==> config.mk <==
export PLATFORM = sky130hd
export DESIGN_NAME = law_walk
export DESIGN_NICKNAME = d
export VERILOG_FILES = /design/src/logic/law_pkg.sv /design/src/logic/law_walk.sv
export SDC_FILE = /design/constraint.sdc
export NUM_CORES = 1
export LEC_CHECK = 0
export ABC_AREA = 1
export BUFFER_PORTS_ARGS = -buffer_cell sky130_fd_sc_hd__clkbuf_2
export CAP_MARGIN = 20
export CORE_ASPECT_RATIO = 0.8
export CORE_MARGIN = 3
export CORE_UTILIZATION = 52
export DETAILED_ROUTE_END_ITERATION = 10
export GPL_TIMING_DRIVEN = 0
export PLACE_DENSITY = 0.8
export SYNTH_ARGS = -nofsm -noshare
export SYNTH_HDL_FRONTEND = slang
export SYNTH_SLANG_ARGS = --single-unit
==> constraint.sdc <==
create_clock -name ref_clk -period 7.1 [get_ports ref_clk]
set_clock_uncertainty 0.15 [all_clocks]
set_input_delay 1.42 -clock ref_clk [delete_from_list [all_inputs] [get_ports ref_clk]]
set_output_delay 1.42 -clock ref_clk [all_outputs]
set_load 0.02 [all_outputs]
==> src/logic/law_pkg.sv <==
// holds constants, register map and state encoding for the 32-bit page walker
// assumes a single core clock domain; offsets are Avalon-MM word indices
//
// Functional notes
// - walk only when translation_on=1, wide_entry_mode=0
// - 32-bit linear in, up to 40-bit physical
// - upper bits 39:32 zero except 4-MByte pages
// - no extended large-page: 4-MByte upper bits zero
// - zero 4-MByte bits from width up to 39
// - directory base from base register bits 31:12
// - base write-through/cache-disable drive directory reads
// - base bits 2:0, 11:5, 63:32 ignored
// - directory entry address: base, linear 31:22, zeros
// - directory holds 1024 32-bit entries
// - large page needs enable and size_flag bit 7
// - large page: 39:32 from 20:13, 31:22, offset
// - large page entry needs present bit 0
// - report write-permit and user-permit flags
// - large entry pwt/pcd drive page memory type
// - bit 5 accessed, bit 6 dirty
// - global bit 8 only with global_pages_enable
// - bit 12 memtype index, else reserved zero
// - physical M-1:32 from entry; 21:M-19 reserved
// - otherwise fetch table at entry bits 31:12
// - table entry address and 4-KByte final address
// - fault on not present or reserved bit set
// - M is 32, or min(40, phys width)
package law_pkg;
   localparam int LIN_W   = 32;
   localparam int PHYS_W  = 40;
   localparam int ENTRY_W = 32;
   localparam int NUM_DIR_ENTRIES = 1024;
   localparam int MAX_M   = 40;
   localparam int BASE_M  = 32;

   // register word indices
   localparam logic [1:0] REG_BASE_LO_IDX = 2'h0;
   localparam logic [1:0] REG_BASE_HI_IDX = 2'h1;
   localparam logic [1:0] REG_CTRL_IDX    = 2'h2;
   localparam logic [1:0] REG_STATUS_IDX  = 2'h3;

   // control register bits
   localparam int CTRL_TRANSLATION_ON = 0;
   localparam int CTRL_WIDE_ENTRY     = 1;
   localparam int CTRL_LARGE_PAGE     = 2;
   localparam int CTRL_GLOBAL_PAGES   = 3;
   localparam int CTRL_SUP_WP         = 4;
   localparam int CTRL_W              = 5;
   localparam logic [CTRL_W-1:0] CTRL_RESET = 5'h00;
   localparam logic [63:0] BASE_RESET = 64'h0000000000000000;

   // entry fields
   localparam int E_PRESENT = 0;
   localparam int E_WRITE   = 1;
   localparam int E_USER    = 2;
   localparam int E_PWT     = 3;
   localparam int E_PCD     = 4;
   localparam int E_ACC     = 5;
   localparam int E_DIRTY   = 6;
   localparam int E_SIZE    = 7;
   localparam int E_GLOBAL  = 8;
   localparam int E_PAT_4K  = 7;
   localparam int E_PAT_4M  = 12;
   localparam int E_HI_LSB  = 13;
   localparam int E_RSV_MSB = 21;
   localparam int E_FRAME_LSB = 12;
   localparam int E_LARGE_LSB = 22;
   localparam int HI_SHIFT  = 19;

   localparam int LIN_DIR_LSB = 22;
   localparam int LIN_TBL_LSB = 12;
   localparam int IDX_W       = 10;

   typedef enum logic [1:0] {
      LAW_IDLE = 2'b00,
      LAW_DIR  = 2'b01,
      LAW_TBL  = 2'b11,
      LAW_RESP = 2'b10
   } law_state_t;
endpackage

==> src/logic/law_walk.sv <==
// 32-bit paging walker: directory base and mode controls over Avalon-MM,
// translation requests from a core, paging-entry reads from memory.
// assumes memory answers each read with a one-cycle ack carrying the entry.
//
// Local design decisions: the placing of the registers and the Avalon-MM interface to the registers.
`timescale 1ns/10ps
`default_nettype none
module law_walk
   import law_pkg::*;
#(
   parameter int PHYS_WIDTH_PARAM = 40,
   parameter bit HAS_EXT_LARGE    = 1'b1,
   parameter bit HAS_PAT          = 1'b1
) (
   input  wire logic               ref_clk,
   input  wire logic               arst_n,
   // register bus
   input  wire logic [1:0]         avs_address,
   input  wire logic               avs_read,
   input  wire logic               avs_write,
   input  wire logic [31:0]        avs_writedata,
   input  wire logic [3:0]         avs_byteenable,
   output logic [31:0]             avs_readdata,
   output logic                    avs_waitrequest,
   // translation requests
   input  wire logic               req_valid,
   output logic                    req_ready,
   input  wire logic [LIN_W-1:0]   req_lin_addr,
   output logic                    rsp_valid,
   input  wire logic               rsp_ready,
   output logic [PHYS_W-1:0]       rsp_phys_addr,
   output logic                    rsp_fault,
   output logic                    rsp_untranslated,
   output logic                    rsp_large_page,
   output logic                    rsp_write_permit,
   output logic                    rsp_user_permit,
   output logic                    rsp_write_through_attr,
   output logic                    rsp_cache_disable_attr,
   output logic                    rsp_memtype_index_bit,
   output logic                    rsp_accessed,
   output logic                    rsp_dirty,
   output logic                    rsp_global,
   // paging-entry reads
   output logic                    mem_rd_req,
   output logic [PHYS_W-1:0]       mem_rd_addr,
   output logic                    mem_rd_write_through_attr,
   output logic                    mem_rd_cache_disable_attr,
   input  wire logic               mem_rd_ack,
   input  wire logic [ENTRY_W-1:0] mem_rd_data
);
   // -----------------------------------------------------------------
   // width of large-page frame bits
   // -----------------------------------------------------------------
   localparam int M_W = HAS_EXT_LARGE ?
      ((PHYS_WIDTH_PARAM < MAX_M) ? PHYS_WIDTH_PARAM : MAX_M) : BASE_M;

   // entry address: frame base in 31:12, index in 11:2, zero elsewhere
   // used for both levels, so bits 39:32 can never leak
   function automatic logic [PHYS_W-1:0] entry_addr(input logic [19:0] frame,
                                                     input logic [IDX_W-1:0] idx);
      entry_addr = {8'h00, frame, idx, 2'b00};
   endfunction

   // reserved bits of a large-page entry
   // width-dependent: with M at 40 only bit 21 stays reserved
   function automatic logic large_rsv(input logic [ENTRY_W-1:0] e);
      logic r;
      r = 1'b0;
      for (int i = E_HI_LSB; i <= E_RSV_MSB; i++) begin
         if (i >= M_W - HI_SHIFT && e[i]) begin
            r = 1'b1;
         end
      end
      if (!HAS_PAT && e[E_PAT_4M]) begin
         r = 1'b1;
      end
      large_rsv = r;
   endfunction

   // physical bits 39:32 of a large page
   // bits at or above M stay zero; M is a build-time width
   function automatic logic [7:0] large_hi(input logic [ENTRY_W-1:0] e);
      logic [7:0] h;
      h = 8'h00;
      for (int k = 0; k < 8; k++) begin
         if (BASE_M + k < M_W) begin
            h[k] = e[E_HI_LSB + k];
         end
      end
      large_hi = h;
   endfunction

   // -----------------------------------------------------------------
   // reset release
   // -----------------------------------------------------------------
   // arst_n asserts at once; its release is retimed so that
   // no flop leaves reset on a different edge from the rest
   logic rst_meta_n;
   logic rst_n;

   always_ff @(posedge ref_clk or negedge arst_n) begin
      if (!arst_n) begin
         rst_meta_n <= 1'b0;
         rst_n      <= 1'b0;
      end else begin
         rst_meta_n <= 1'b1;
         rst_n      <= rst_meta_n;
      end
   end

   // -----------------------------------------------------------------
   // register bus
   // -----------------------------------------------------------------
   logic [63:0]       directory_base_reg;
   logic [CTRL_W-1:0] ctrl;
   logic              bus_ack;
   logic              last_fault;
   law_state_t        state;

   // one wait cycle per access; the answer is ready on the second edge
   // trade-off: one extra cycle buys registered read data
   assign avs_waitrequest = (avs_read | avs_write) & ~bus_ack;

   always_ff @(posedge ref_clk or negedge rst_n) begin
      if (!rst_n) begin
         bus_ack <= 1'b0;
      end else begin
         bus_ack <= (avs_read | avs_write) & ~bus_ack;
      end
   end

   function automatic logic [31:0] merge(input logic [31:0] old,
                                         input logic [31:0] d,
                                         input logic [3:0]  be);
      logic [31:0] r;
      r = old;
      for (int b = 0; b < 4; b++) begin
         if (be[b]) begin
            r[b*8 +: 8] = d[b*8 +: 8];
         end
      end
      merge = r;
   endfunction

   // merged control word; only its low bits are kept
   logic [31:0]       ctrl_word;
   assign ctrl_word = merge({27'h0000000, ctrl}, avs_writedata, avs_byteenable);

   always_ff @(posedge ref_clk or negedge rst_n) begin
      if (!rst_n) begin
         directory_base_reg <= BASE_RESET;
         ctrl               <= CTRL_RESET;
      end else if (avs_write && bus_ack) begin
         case (avs_address)
            REG_BASE_LO_IDX: begin
               directory_base_reg[31:0] <= merge(directory_base_reg[31:0],
                                                 avs_writedata, avs_byteenable);
            end
            REG_BASE_HI_IDX: begin
               directory_base_reg[63:32] <= merge(directory_base_reg[63:32],
                                                  avs_writedata, avs_byteenable);
            end
            REG_CTRL_IDX: begin
               ctrl <= ctrl_word[CTRL_W-1:0];
            end
            // status is read-only; writes to it are dropped
            default: begin
            end
         endcase
      end
   end

   always_ff @(posedge ref_clk or negedge rst_n) begin
      if (!rst_n) begin
         avs_readdata <= 32'h00000000;
      end else if (avs_read && !bus_ack) begin
         case (avs_address)
            REG_BASE_LO_IDX: avs_readdata <= directory_base_reg[31:0];
            REG_BASE_HI_IDX: avs_readdata <= directory_base_reg[63:32];
            REG_CTRL_IDX:    avs_readdata <= {27'h0000000, ctrl};
            REG_STATUS_IDX:  avs_readdata <= {28'h0000000, last_fault, state,
                                               (state != LAW_IDLE)};
            default:         avs_readdata <= 32'h00000000;
         endcase
      end
   end

   // -----------------------------------------------------------------
   // walk sequencer
   // -----------------------------------------------------------------
   logic [ENTRY_W-1:0] dir_entry;
   logic               walk_on;
   logic               dir_large;

   // base bits 2:0, 11:5 and 63:32 never reach the walk
   assign walk_on   = ctrl[CTRL_TRANSLATION_ON] & ~ctrl[CTRL_WIDE_ENTRY];
   assign dir_large = ctrl[CTRL_LARGE_PAGE] & mem_rd_data[E_SIZE];
   // one walk at a time: ready is simply the idle state
   // supervisor_write_protect is stored only; rights checks
   // belong to the requester
   assign req_ready = (state == LAW_IDLE);

   always_ff @(posedge ref_clk or negedge rst_n) begin
      if (!rst_n) begin
         state <= LAW_IDLE;
      end else begin
         case (state)
            LAW_IDLE: begin
               if (req_valid) begin
                  // translation off answers at once, untranslated
                  state <= walk_on ? LAW_DIR : LAW_RESP;
               end
            end
            LAW_DIR: begin
               if (mem_rd_ack) begin
                  if (!mem_rd_data[E_PRESENT] || dir_large) begin
                     state <= LAW_RESP;
                  end else begin
                     state <= LAW_TBL;
                  end
               end
            end
            LAW_TBL: begin
               if (mem_rd_ack) begin
                  state <= LAW_RESP;
               end
            end
            // hold here until the core takes the answer
            LAW_RESP: begin
               if (rsp_ready) begin
                  state <= LAW_IDLE;
               end
            end
            default: state <= LAW_IDLE;
         endcase
      end
   end

   // memory read port; linear address is held by the core meanwhile
   always_ff @(posedge ref_clk or negedge rst_n) begin
      if (!rst_n) begin
         mem_rd_req                <= 1'b0;
         mem_rd_addr               <= '0;
         mem_rd_write_through_attr <= 1'b0;
         mem_rd_cache_disable_attr <= 1'b0;
         dir_entry                 <= '0;
      end else begin
         if (state == LAW_IDLE && req_valid && walk_on) begin
            mem_rd_req  <= 1'b1;
            mem_rd_addr <= entry_addr(directory_base_reg[31:12],
                                      req_lin_addr[31:LIN_DIR_LSB]);
            mem_rd_write_through_attr <= directory_base_reg[E_PWT];
            mem_rd_cache_disable_attr <= directory_base_reg[E_PCD];
         end else if (state == LAW_DIR && mem_rd_ack) begin
            dir_entry  <= mem_rd_data;
            mem_rd_req <= mem_rd_data[E_PRESENT] & ~dir_large;
            mem_rd_addr <= entry_addr(mem_rd_data[31:E_FRAME_LSB],
                                      req_lin_addr[21:LIN_TBL_LSB]);
            // table reads use the directory entry's memory type
            mem_rd_write_through_attr <= mem_rd_data[E_PWT];
            mem_rd_cache_disable_attr <= mem_rd_data[E_PCD];
         end else if (mem_rd_ack) begin
            mem_rd_req <= 1'b0;
         end
      end
   end

   // -----------------------------------------------------------------
   // response
   // -----------------------------------------------------------------
   // attributes of the final entry; a zero rw/us at either level wins
   task automatic load_attr(input logic [ENTRY_W-1:0] e, input logic up_ok_w,
                            input logic up_ok_u, input logic memtype_index_bit);
      rsp_write_permit       <= e[E_WRITE] & up_ok_w;
      rsp_user_permit        <= e[E_USER] & up_ok_u;
      rsp_write_through_attr <= e[E_PWT];
      rsp_cache_disable_attr <= e[E_PCD];
      rsp_accessed           <= e[E_ACC];
      rsp_dirty              <= e[E_DIRTY];
      rsp_global             <= e[E_GLOBAL] & ctrl[CTRL_GLOBAL_PAGES];
      rsp_memtype_index_bit  <= memtype_index_bit & HAS_PAT;
   endtask

   always_ff @(posedge ref_clk or negedge rst_n) begin
      if (!rst_n) begin
         rsp_valid              <= 1'b0;
         rsp_phys_addr          <= '0;
         rsp_fault              <= 1'b0;
         rsp_untranslated       <= 1'b0;
         rsp_large_page         <= 1'b0;
         rsp_write_permit       <= 1'b0;
         rsp_user_permit        <= 1'b0;
         rsp_write_through_attr <= 1'b0;
         rsp_cache_disable_attr <= 1'b0;
         rsp_memtype_index_bit  <= 1'b0;
         rsp_accessed           <= 1'b0;
         rsp_dirty              <= 1'b0;
         rsp_global             <= 1'b0;
         last_fault             <= 1'b0;
      end else begin
         if (state == LAW_RESP && rsp_ready) begin
            rsp_valid <= 1'b0;
         end
         if (state == LAW_IDLE && req_valid && !walk_on) begin
            // translation off: address passes through unmapped
            rsp_valid        <= 1'b1;
            rsp_untranslated <= 1'b1;
            rsp_fault        <= 1'b0;
            rsp_large_page   <= 1'b0;
            rsp_phys_addr    <= {8'h00, req_lin_addr};
            load_attr('0, 1'b1, 1'b1, 1'b0);
         end else if (state == LAW_DIR && mem_rd_ack &&
                      (!mem_rd_data[E_PRESENT] || dir_large)) begin
            // reserved bits fault, but the mapped address is
            // still shown so software can see what was decoded
            rsp_valid        <= 1'b1;
            rsp_untranslated <= 1'b0;
            rsp_large_page   <= dir_large & mem_rd_data[E_PRESENT];
            rsp_fault        <= !mem_rd_data[E_PRESENT] ||
                                large_rsv(mem_rd_data);
            last_fault       <= !mem_rd_data[E_PRESENT] || large_rsv(mem_rd_data);
            rsp_phys_addr    <= {large_hi(mem_rd_data),
                                 mem_rd_data[31:E_LARGE_LSB],
                                 req_lin_addr[21:0]};
            load_attr(mem_rd_data, 1'b1, 1'b1, mem_rd_data[E_PAT_4M]);
         end else if (state == LAW_TBL && mem_rd_ack) begin
            rsp_valid        <= 1'b1;
            rsp_untranslated <= 1'b0;
            rsp_large_page   <= 1'b0;
            rsp_fault        <= !mem_rd_data[E_PRESENT] ||
                                (!HAS_PAT && mem_rd_data[E_PAT_4K]);
            last_fault       <= !mem_rd_data[E_PRESENT] ||
                                (!HAS_PAT && mem_rd_data[E_PAT_4K]);
            rsp_phys_addr    <= {8'h00, mem_rd_data[31:E_FRAME_LSB],
                                 req_lin_addr[11:0]};
            load_attr(mem_rd_data, dir_entry[E_WRITE], dir_entry[E_USER],
                      mem_rd_data[E_PAT_4K]);
         end
      end
   end
endmodule
`default_nettype wire

==> run_results.csv, run 1 <==
group,metric,value,unit
yosys,synth_warnings,0,
floorplan,initial_utilization,54.5,%
clocking,clockBufferDepth,2,
yosys,synth-seq-cells,194,
clocking,cts_tree,"built",
grt,grt_max_degree,53,
clocking,clock-sinks,194,
timing,grt_setup_unrepaired,"no",
grt,first_global_vias,7444,
power_and_ir_drop,power_density,393,nW/µm²
grt,antenna_found_initial,0,
clocking,cts_buffers,17,
floorplan,dieHeight,119,µm
final_layout,diodes,0,
worst_setup_path,critPathSlowestCell,"clkbuf_1",
clocking,clockRootBuffer,"clkbuf_16",
final_layout,multi_input_area,2970,µm²
drt,drt_iter0_markers,629,
timing,hold_viol_final,0,
power_and_ir_drop,p_leak,0.00564,µW
floorplan,core_area,15400,µm²
yosys,yosysTopAreaCellShare,58.0,%
floorplan,die_x,148,µm
yosys,synth_area,8370,µm²
min_path,hold_path_class,"register to register",
timing,fmax,0.237,GHz
worst_setup_path,cp.required,5530,ps
timing,slew_viol_final,0,
yosys,ys_seq_area_share,58.0,%
final_layout,fill_cells,1261,
grt,grt_pass1_wl,40.0,mm
timing,setup_slack,2880,ps
worst_setup_path,critPathMaxStageDelay,540,ps
placement,dp_hpwl,19.0,mm
drt,dr_total_vias,7738,
drt,drc,0,
floorplan,rows,40,
power_and_ir_drop,p_total,4120,µW
clocking,h-tree-depth,4,
worst_setup_path,arrival,2650,ps
power_and_ir_drop,max-vdd-ir-drop,0.000190,V
placement,pre_cts_ws,2900,ps
clocking,clk_pin_slew,70,ps
yosys,postSynthCellCount,956,
clocking,ctsHoldBuffers,0,
job,maxCapViolations,0,
final_layout,largest_register_ffs,64,
timing,slew-limit-headroom,52.9,%
clocking,cts_setup_buffers,0,
worst_setup_path,crit_chain,"clkbuf_2, nand2_1, clkbuf_1, nand2_1, clkbuf_2",
timing,tightestPinTransition,707,ps
grt,grt_overflow,0,
yosys,synth_top_area_cell,"dfrtp_1",
yosys,synth_cell_types,29,
clocking,cts-resized-gates,0,
worst_setup_path,worstPathMaxFanout,10,
timing,worst_hold_slack,205,ps
drt,post_drt_wl_per_cell,17.7,µm
drt,dr.pass1.iters,5,
placement,placed_cell_area,9860,µm²
yosys,syn_area_per_cell,8.75,µm²
placement,gp_congestion,0.902,
drt,ant_nets,0,
drt,vias_per_cell,5.40,
floorplan,die-area,17700,µm²
final_layout,final_area,10500,µm²
final_layout,register_area,4860,µm²
worst_setup_path,crit_path_start_kind,"primary input",
final_layout,drive_gt1_share,28.1,%
final_layout,final_nets,1320,
placement,port-buffer-count,224,
drt,wl,25.4,mm
timing,setup_violations,0,
worst_setup_path,critPathCaptureType,"output pin",
timing,fin_crit_sh,59.5,%
clocking,clock_latency,440,ps
worst_setup_path,crit_type,"primary input to output pin",
grt,grt_usage,29.1,%
final_layout,syn_to_final_growth,25.4,%
outcome,outcome,"complete, no violations",
floorplan,ios,238,
timing,setup_tns,0,ps
yosys,yosys-top-cells-area,"dfrtp_1 58%, nand2_1 15%, nand3_1 6.2%",
timing,finalCriticalPeriod,4220,ps
[cell families after synthesis]
kind of cell           Yosys count  synth area share [%]
other                            2                0.0897
flip-flops                     194                  58.0
AND/OR/NAND/NOR                497                  25.6
buffers and inverters          118                  6.94
AO/OA/AOI/OAI                  145                  9.32
[cell type report]
class / count / share of cell area [%]
plain buffers: 53 / 3.15
clock buffers: 17 / 4.05
clock inverters: 15 / 1.97
inverters: 65 / 2.38
multi-input cells: 653 / 28.3
flip-flops and latches: 194 / 46.3
well taps: 210 / 2.50
repair buffers: 227 / 11.4
[cell usage in the layout, fill, tap and decap left out, types with 2 or more instances in the layout]
cell type   synthesis  final
o211ai_1            6      6
nand4_1             4      4
nor2_4              3      3
buf_6               5      5
nand3_2             2      2
buf_2              21     21
nand2_1           326    326
clkbuf_16           0     17
clkinv_2            1      2
clkbuf_2            0    224
clkbuf_1            9      9
nor2_2              2      2
buf_4              18     18
bufinv_16           0      4
inv_6               1      3
inv_2               5      5
o21ai_0            25     25
o211ai_2            5      5
a21oi_1            56     56
nor2_1             36     36
nand2_2            16     16
clkinvlp_4          0      7
conb_1              2     11
inv_1              57     57
buf_16              0      2
nand2_4             2      2
o21ai_1            52     52
dfrtp_1           194    193
nand3_1           103    103
[worst max-delay path, delay by kind of cell]
kind | cells | cell delay [ps]
buffers and inverters | 3 | 820
AND/OR/NAND/NOR | 2 | 410
[worst paths after layout]
path                       startpoint                     end  slack, ps  cells after the start
setup / recovery             avs_read         avs_waitrequest       2880                      5
hold / removal             rst_meta_n                   rst_n        200                      0
setup reg to reg              bus_ack        avs_readdata[26]       5280                      6
hold reg to reg            rst_meta_n                   rst_n        200                      0
max in group asynchronous       rst_n  directory_base_reg[41]       5600                      2
min in group asynchronous       rst_n  rsp_write_through_attr        240                      0
[synth_stat cells]
cell	count
nor2_1	36
dfrtp_1	194
inv_2	5
nor2_2	2
clkinv_2	1
nand3_2	2
nand2_2	16
clkbuf_1	9
buf_6	5
nand2_8	1
nand4_1	4
nand2_1	326
a31oi_1	1
nand3_4	1
nor2_4	3
buf_2	21
o21ai_0	25
nand3_1	103
o211ai_2	5
conb_1	2
inv_1	57
a21oi_1	56
clkinv_1	1
buf_4	18
o21ai_1	52
inv_6	1
nand2_4	2
o211ai_1	6
nor2_8	1
[metal layers]
| layer | up-vias | track usage, % | wire [µm] | part of all wire [%] |
|---|---|---|---|---|
| met5 | - | 0 | 0 | 0 |
| met4 | 0 | 11.1 | 678 | 2.7 |
| met3 | 57 | 7.23 | 2530 | 10 |
| met2 | 435 | 43.8 | 11500 | 45 |
| met1 | 3668 | 41.2 | 10700 | 42 |
| li1 | 3578 | - | - | - |
[report_power, final]
| part | leakage, µW | switching [µW] | internal [µW] |
|---|---|---|---|
| logic | 0.00291 | 902 | 466 |
| clock network | 0.000286 | 443 | 593 |
| registers | 0.00244 | 248 | 1470 |
[per-stage QoR]
stage               utilization [%]  cells
detailed placement             64.2   1402
global placement               63.7   1399
global route                   68.3   1434
floorplan                         -    965
CTS                            68.3   1434
finish                         68.3   1434
No activity file was read; power rests on OpenSTA's default activity.
==> inputs of run 2 (changes only) <==
- ABC_AREA: 1 -> 0
- clock period: 7.1 -> 4.3 ns (I/O delays scaled with it)
==> run 2 against run 1 <==
  * Die area is 3.1% lower
  * Core utilization fell by 0.57 points
  * Sequential power grew 66%
  * Synthesized cell count fell by 33%
  * Critical endpoint is now req_ready
  * Flip-flop and latch count unchanged
  * Cell count fell by 22%
  * Wire length fell by 12%
  * Combinational power rose by 61%
  * Clock power increased by 64%
  * Design area decreased by 2.4%
  * Non-clock buffer count fell by 11
==> run_results.csv, run 2 <==
group,metric,value,unit
outcome,outcome,"complete, no violations",
grt,grt_overflow,0,
drt,wl,22.5,mm
final_layout,stdcell_count,1118,
final_layout,syn_to_final_growth,26.5,%
yosys,synth-async-reset-ratio,100,%
yosys,synthTopCellsByCount,"194 x dfrtp_1, 111 x nand2_1, 79 x mux2_2",
worst_setup_path,critical-path-top-delay-family,"flip-flops",
clocking,cts_setup_buffers,0,
yosys,yosysTopAreaCellShare,60.0,%
grt,antenna_found_initial,0,
grt,grt_usage,26.3,%
floorplan,dieHeight,118,µm
drt,drt_iter0_markers,469,
final_layout,fill_cells,1183,
grt,grt_max_degree,56,
clocking,cts_buffers,17,
yosys,synth_cell_types,39,
worst_setup_path,crit_path_start_kind,"register",
yosys,yosys-top-cells-area,"dfrtp_1 60%, mux2_2 11%, nand2_1 5.1%",
placement,dp_hpwl,16.9,mm
yosys,postSynthCellCount,640,
timing,hold_viol_final,0,
placement,port-buffer-count,224,
final_layout,final_nets,1004,
worst_setup_path,crit_type,"register to output pin",
worst_setup_path,cp.required,3290,ps
worst_setup_path,critPathSlowestCell,"dfrtp_1",
grt,met2_usage,40.6,%
placement,placed_cell_area,9600,µm²
drt,dr_total_vias,6174,
clocking,clk_pin_slew,70,ps
worst_setup_path,crit_chain,"or2_2, inv_1, clkbuf_2",
timing,slew_viol_final,0,
timing,tightestPinTransition,1010,ps
worst_setup_path,worstPathMaxFanout,9,
placement,dp.cells,1086,
worst_setup_path,r2r_slack,2060,ps
floorplan,rows,40,
clocking,ctsHoldBuffers,0,
timing,worst_hold_slack,48.0,ps
drt,drc,0,
floorplan,initial_utilization,53.6,%
timing,fmax,0.388,GHz
worst_setup_path,arrival,1570,ps
grt,grt_use_met3,6.62,%
worst_setup_path,critPathCaptureType,"output pin",
timing,setup_violations,0,
floorplan,core_area,15100,µm²
timing,fin_crit_sh,60.0,%
clocking,h-tree-depth,4,
drt,vias_per_cell,5.52,
yosys,synth_edf_count,0,
power_and_ir_drop,p_leak,0.00528,µW
power_and_ir_drop,max-vdd-ir-drop,0.000331,V
final_layout,final_cell_mix,"224 x clkbuf_2, 193 x dfrtp_1, 111 x nand2_1",
worst_setup_path,critPathMaxStageDelay,470,ps
timing,slew-limit-headroom,32.5,%
yosys,synth-seq-cells,194,
final_layout,final_common_cell,"clkbuf_2",
floorplan,ios,238,
yosys,synth_warnings,0,
grt,first_global_vias,6236,
clocking,clockBufferDepth,2,
yosys,synth_ff_type,"dfrtp_1",
placement,pre_cts_ws,1570,ps
worst_setup_path,path_buf_inv,2,
grt,grt_pass1_wl,35.0,mm
timing,finalCriticalPeriod,2580,ps
power_and_ir_drop,p_total,6770,µW
drt,post_drt_wl_per_cell,20.1,µm
clocking,clock-sinks,194,
grt,met1_usage,37.0,%
clocking,clock_latency,440,ps
yosys,synth_area,8100,µm²
final_layout,final_area,10200,µm²
min_path,hold_path_class,"primary input to asynchronous set/reset pin",
floorplan,die_x,146,µm
final_layout,largest_register_ffs,64,
placement,gp_congestion,0.878,
timing,grt_setup_unrepaired,"no",
job,maxCapViolations,0,
floorplan,die-area,17100,µm²
yosys,synth_top_area_cell,"dfrtp_1",
drt,ant_nets,0,
yosys,ys_seq_area_share,60.0,%
clocking,clockRootBuffer,"clkbuf_16",
yosys,syn_area_per_cell,12.6,µm²
final_layout,drive_gt1_share,43.0,%
clocking,cts_tree,"built",
final_layout,diodes,0,
drt,dr.pass1.iters,5,
power_and_ir_drop,power_density,661,nW/µm²
timing,setup_slack,1720,ps
grt,gr-max-usage-layer,"met2",
yosys,yosysMostFrequentCell,"dfrtp_1",
clocking,cts-resized-gates,0,
[run 2: changes by cell type in the layout (fill, tap and decap cells not counted), moves of 52 or more]
cell and change:
nand3_1 -95, nand2_1 -215, inv_1 -53, a21oi_1 -55, o21ai_1 -52, mux2_2 +79
[run 2: worst paths after layout]
check                           start                      to  cells after the start
min                            arst_n                   rst_n                      1
min reg2reg                     rst_n  directory_base_reg[46]                      0
max reg2reg                  state[1]          mem_rd_addr[3]                      6
min in group ref_clk       rst_meta_n                   rst_n                      0
max in group asynchronous       rst_n        rsp_phys_addr[7]                      2
max                          state[1]               req_ready                      3
[run 2: final cells by class]
class	instances	area (µm²)	area share, %
Inverter	4	15.0	0.147
Timing Repair Buffer	227	1200	11.8
Clock inverter	14	201	1.97
Sequential cell	194	4860	47.4
Buffer	42	233	2.27
Multi-Input combinational cell	409	3030	29.6
Clock buffer	18	439	4.29
Tap cell	210	263	2.57
[run 2: cells by family (layout without fill, tap and decap cells)]
family / after synthesis / in the layout / share of synthesized area, %
flops: 194 / 194 / 60.0
buf+inv: 46 / 305 / 3.06
compound gates: 127 / 127 / 11.3
other cells: 2 / 11 / 0.0928
mux: 123 / 123 / 17.5
simple gates: 148 / 148 / 8.10
[run 2: through the flow]
step	util [%]	TNS, ps
finish	67.7	0
global route	67.7	0
CTS	67.7	0
global placement	62.9	-32590
floorplan	-	0
detailed placement	63.5	0
[run 2: power breakdown]
group          total [µW]  switching [µW]  internal, µW  leakage (µW)
Sequential           2850             403          2440       0.00244
Combinational        2210            1320           894       0.00253
Clock                1710             712           998      0.000307
[run 2: layer usage]
layer,vias up,wire length (µm)
met5,-,0
met4,0,441
met3,35,1650
met2,262,10600
met1,3102,9810
li1,2775,-
==> inputs of run 3 (changes only) <==
- ABC_AREA: 0 -> 1
- CORE_UTILIZATION: 52 -> 47
- PLACE_DENSITY: 0.8 -> 0.76
- clock period: 4.3 -> 2.2 ns (I/O delays scaled with it)
==> run 3 against run 2 <==
  * Cell count rose by 29%
  * Clock-buffer cell count rose by 2
  * Sequential power rose by 94%
  * First-iteration DRC count rose by 44%
  * Flip-flop and latch count did not move
  * Non-clock buffer count rose by 12
  * Largest power group unchanged
  * Setup slack got worse by 1600 ps
  * Worst hold slack improved by 8.0 ps
  * Wire length rose by 15%
  * Die area rose by 14%
  * Power rose by 96%
  * Sequential share of layout area fell by 1.3 points
==> run_results.csv, run 3 (synthesis results as in run 1) <==
group,metric,value,unit
timing,slew_viol_final,0,
floorplan,die-area,19500,µm²
worst_setup_path,crit_chain,"inv_1, nand2_2, buf_4, nand2_1, clkbuf_2",
floorplan,rows,42,
worst_setup_path,worstPathMaxFanout,10,
drt,post_drt_wl_per_cell,17.8,µm
worst_setup_path,arrival,1530,ps
floorplan,die_x,155,µm
timing,grt_setup_unrepaired,"no",
grt,grt_overflow,0,
final_layout,stdcell_count,1444,
clocking,clk_pin_slew,70,ps
power_and_ir_drop,max-vdd-ir-drop,0.000576,V
floorplan,core_area,17000,µm²
final_layout,drive_gt1_share,28.0,%
clocking,clockRootBuffer,"clkbuf_16",
grt,grt_usage,26.3,%
clocking,cts_setup_buffers,0,
job,maxCapViolations,0,
timing,setup_violations,0,
final_layout,final_cell_mix,"325 x nand2_1, 224 x clkbuf_2, 193 x dfrtp_1",
final_layout,final_nets,1321,
worst_setup_path,path_buf_inv,3,
worst_setup_path,critical-path-top-delay-family,"buffers and inverters",
clocking,cts_tree,"built",
final_layout,syn_to_final_growth,25.8,%
worst_setup_path,critPathSlowestCell,"dfrtp_1",
clocking,h-tree-depth,4,
worst_setup_path,cp.required,1610,ps
grt,first_global_vias,7313,
drt,drc,0,
placement,placed_cell_area,9880,µm²
power_and_ir_drop,p_leak,0.00566,µW
worst_setup_path,crit_path_start_kind,"register",
timing,fmax,0.473,GHz
floorplan,dieHeight,125,µm
worst_setup_path,critPathMaxStageDelay,370,ps
drt,drt_iter0_markers,674,
placement,port-buffer-count,224,
floorplan,ios,238,
final_layout,final_common_cell,"nand2_1",
floorplan,initial_utilization,49.3,%
worst_setup_path,critPathCaptureType,"output pin",
drt,ant_nets,0,
drt,dr.pass1.iters,5,
worst_setup_path,crit_type,"register to output pin",
final_layout,final_area,10500,µm²
timing,fin_crit_sh,96.2,%
clocking,clock-sinks,194,
grt,grt_max_degree,56,
timing,hold_viol_final,0,
timing,slew-limit-headroom,58.0,%
drt,dr_total_vias,7509,
drt,wl,25.7,mm
final_layout,diodes,0,
grt,antenna_found_initial,0,
final_layout,fin_util,62.0,%
min_path,hold_path_class,"primary input to register",
final_layout,largest_register_ffs,64,
placement,gp_congestion,0.875,
final_layout,fill_cells,1480,
clocking,clock_latency,440,ps
timing,tightestPinTransition,630,ps
timing,finalCriticalPeriod,2120,ps
drt,vias_per_cell,5.20,
grt,grt_pass1_wl,40.0,mm
outcome,outcome,"complete, no violations",
power_and_ir_drop,power_density,1260,nW/µm²
placement,dp.cells,1412,
clocking,cts_buffers,17,
placement,dp_hpwl,19.5,mm
clocking,clockBufferDepth,2,
## run 3: path summary, 6_finish.rpt
check	start	endpoint	slack, ps	cells after the start
setup / recovery	bus_ack	avs_waitrequest	80	5
hold / removal	req_lin_addr[3]	rsp_phys_addr[3]	60	3
setup reg to reg	bus_ack	avs_readdata[31]	400	6
hold reg to reg	rst_n	rsp_accessed	150	0
max in group asynchronous	rst_n	directory_base_reg[53]	480	3
min in group asynchronous	rst_n	rsp_accessed	150	0
## run 3: power breakdown
group	switching, µW	total (µW)	leakage, µW	internal [µW]
clock network	1370	3310	0.000295	1940
registers	800	5540	0.00244	4740
logic	2910	4420	0.00292	1510
total	5080	13300	0.00566	8190
## run 3: timing repair
action | 4_1_cts | 5_1_grt
resized for setup | 3 | 1
hold endpoints to repair | 2 | 0
hold buffers | 1 | 0
cloned | 0 | 0
endpoints found under the setup margin | 1 | 1
## run 3: area by class of cell
cell class              instances  area (µm²)  area share, %
inverters                      65         250           2.38
clock inverters                11         176           1.68
multi-input cells             653        2970           28.2
repair buffers                228        1210           11.5
plain buffers                  53         334           3.17
flip-flops and latches        194        4860           46.2
clock buffers                  20         447           4.24
well taps                     220         275           2.62
## run 3: per-layer routing
| metal | GRT usage [%] | vias up | wire length (µm) |
|---|---|---|---|
| met1 | 37.8 | 3570 | 11200 |
| met5 | 0 | - | 0 |
| met3 | 5.04 | 48 | 2070 |
| li1 | - | 3563 | - |
| met4 | 9.42 | 0 | 612 |
| met2 | 40.4 | 328 | 11800 |
## run 3: worst min-delay path, stage by stage
cell and delay [ps]:
clkbuf_2 80, nand2_1 40, nand2_1 50
## run 3: through the flow
step	worst slack, ps	setup TNS (ps)	total power, µW	hold slack [ps]
detailed placement	-119	-119	10000	78.7
global placement	-657	-122990	9860	77.7
CTS	19.2	0	13300	39.7
floorplan	65.6	0	8280	-5.59
finish	84.2	0	13300	56.0
global route	35.1	0	14000	52.5
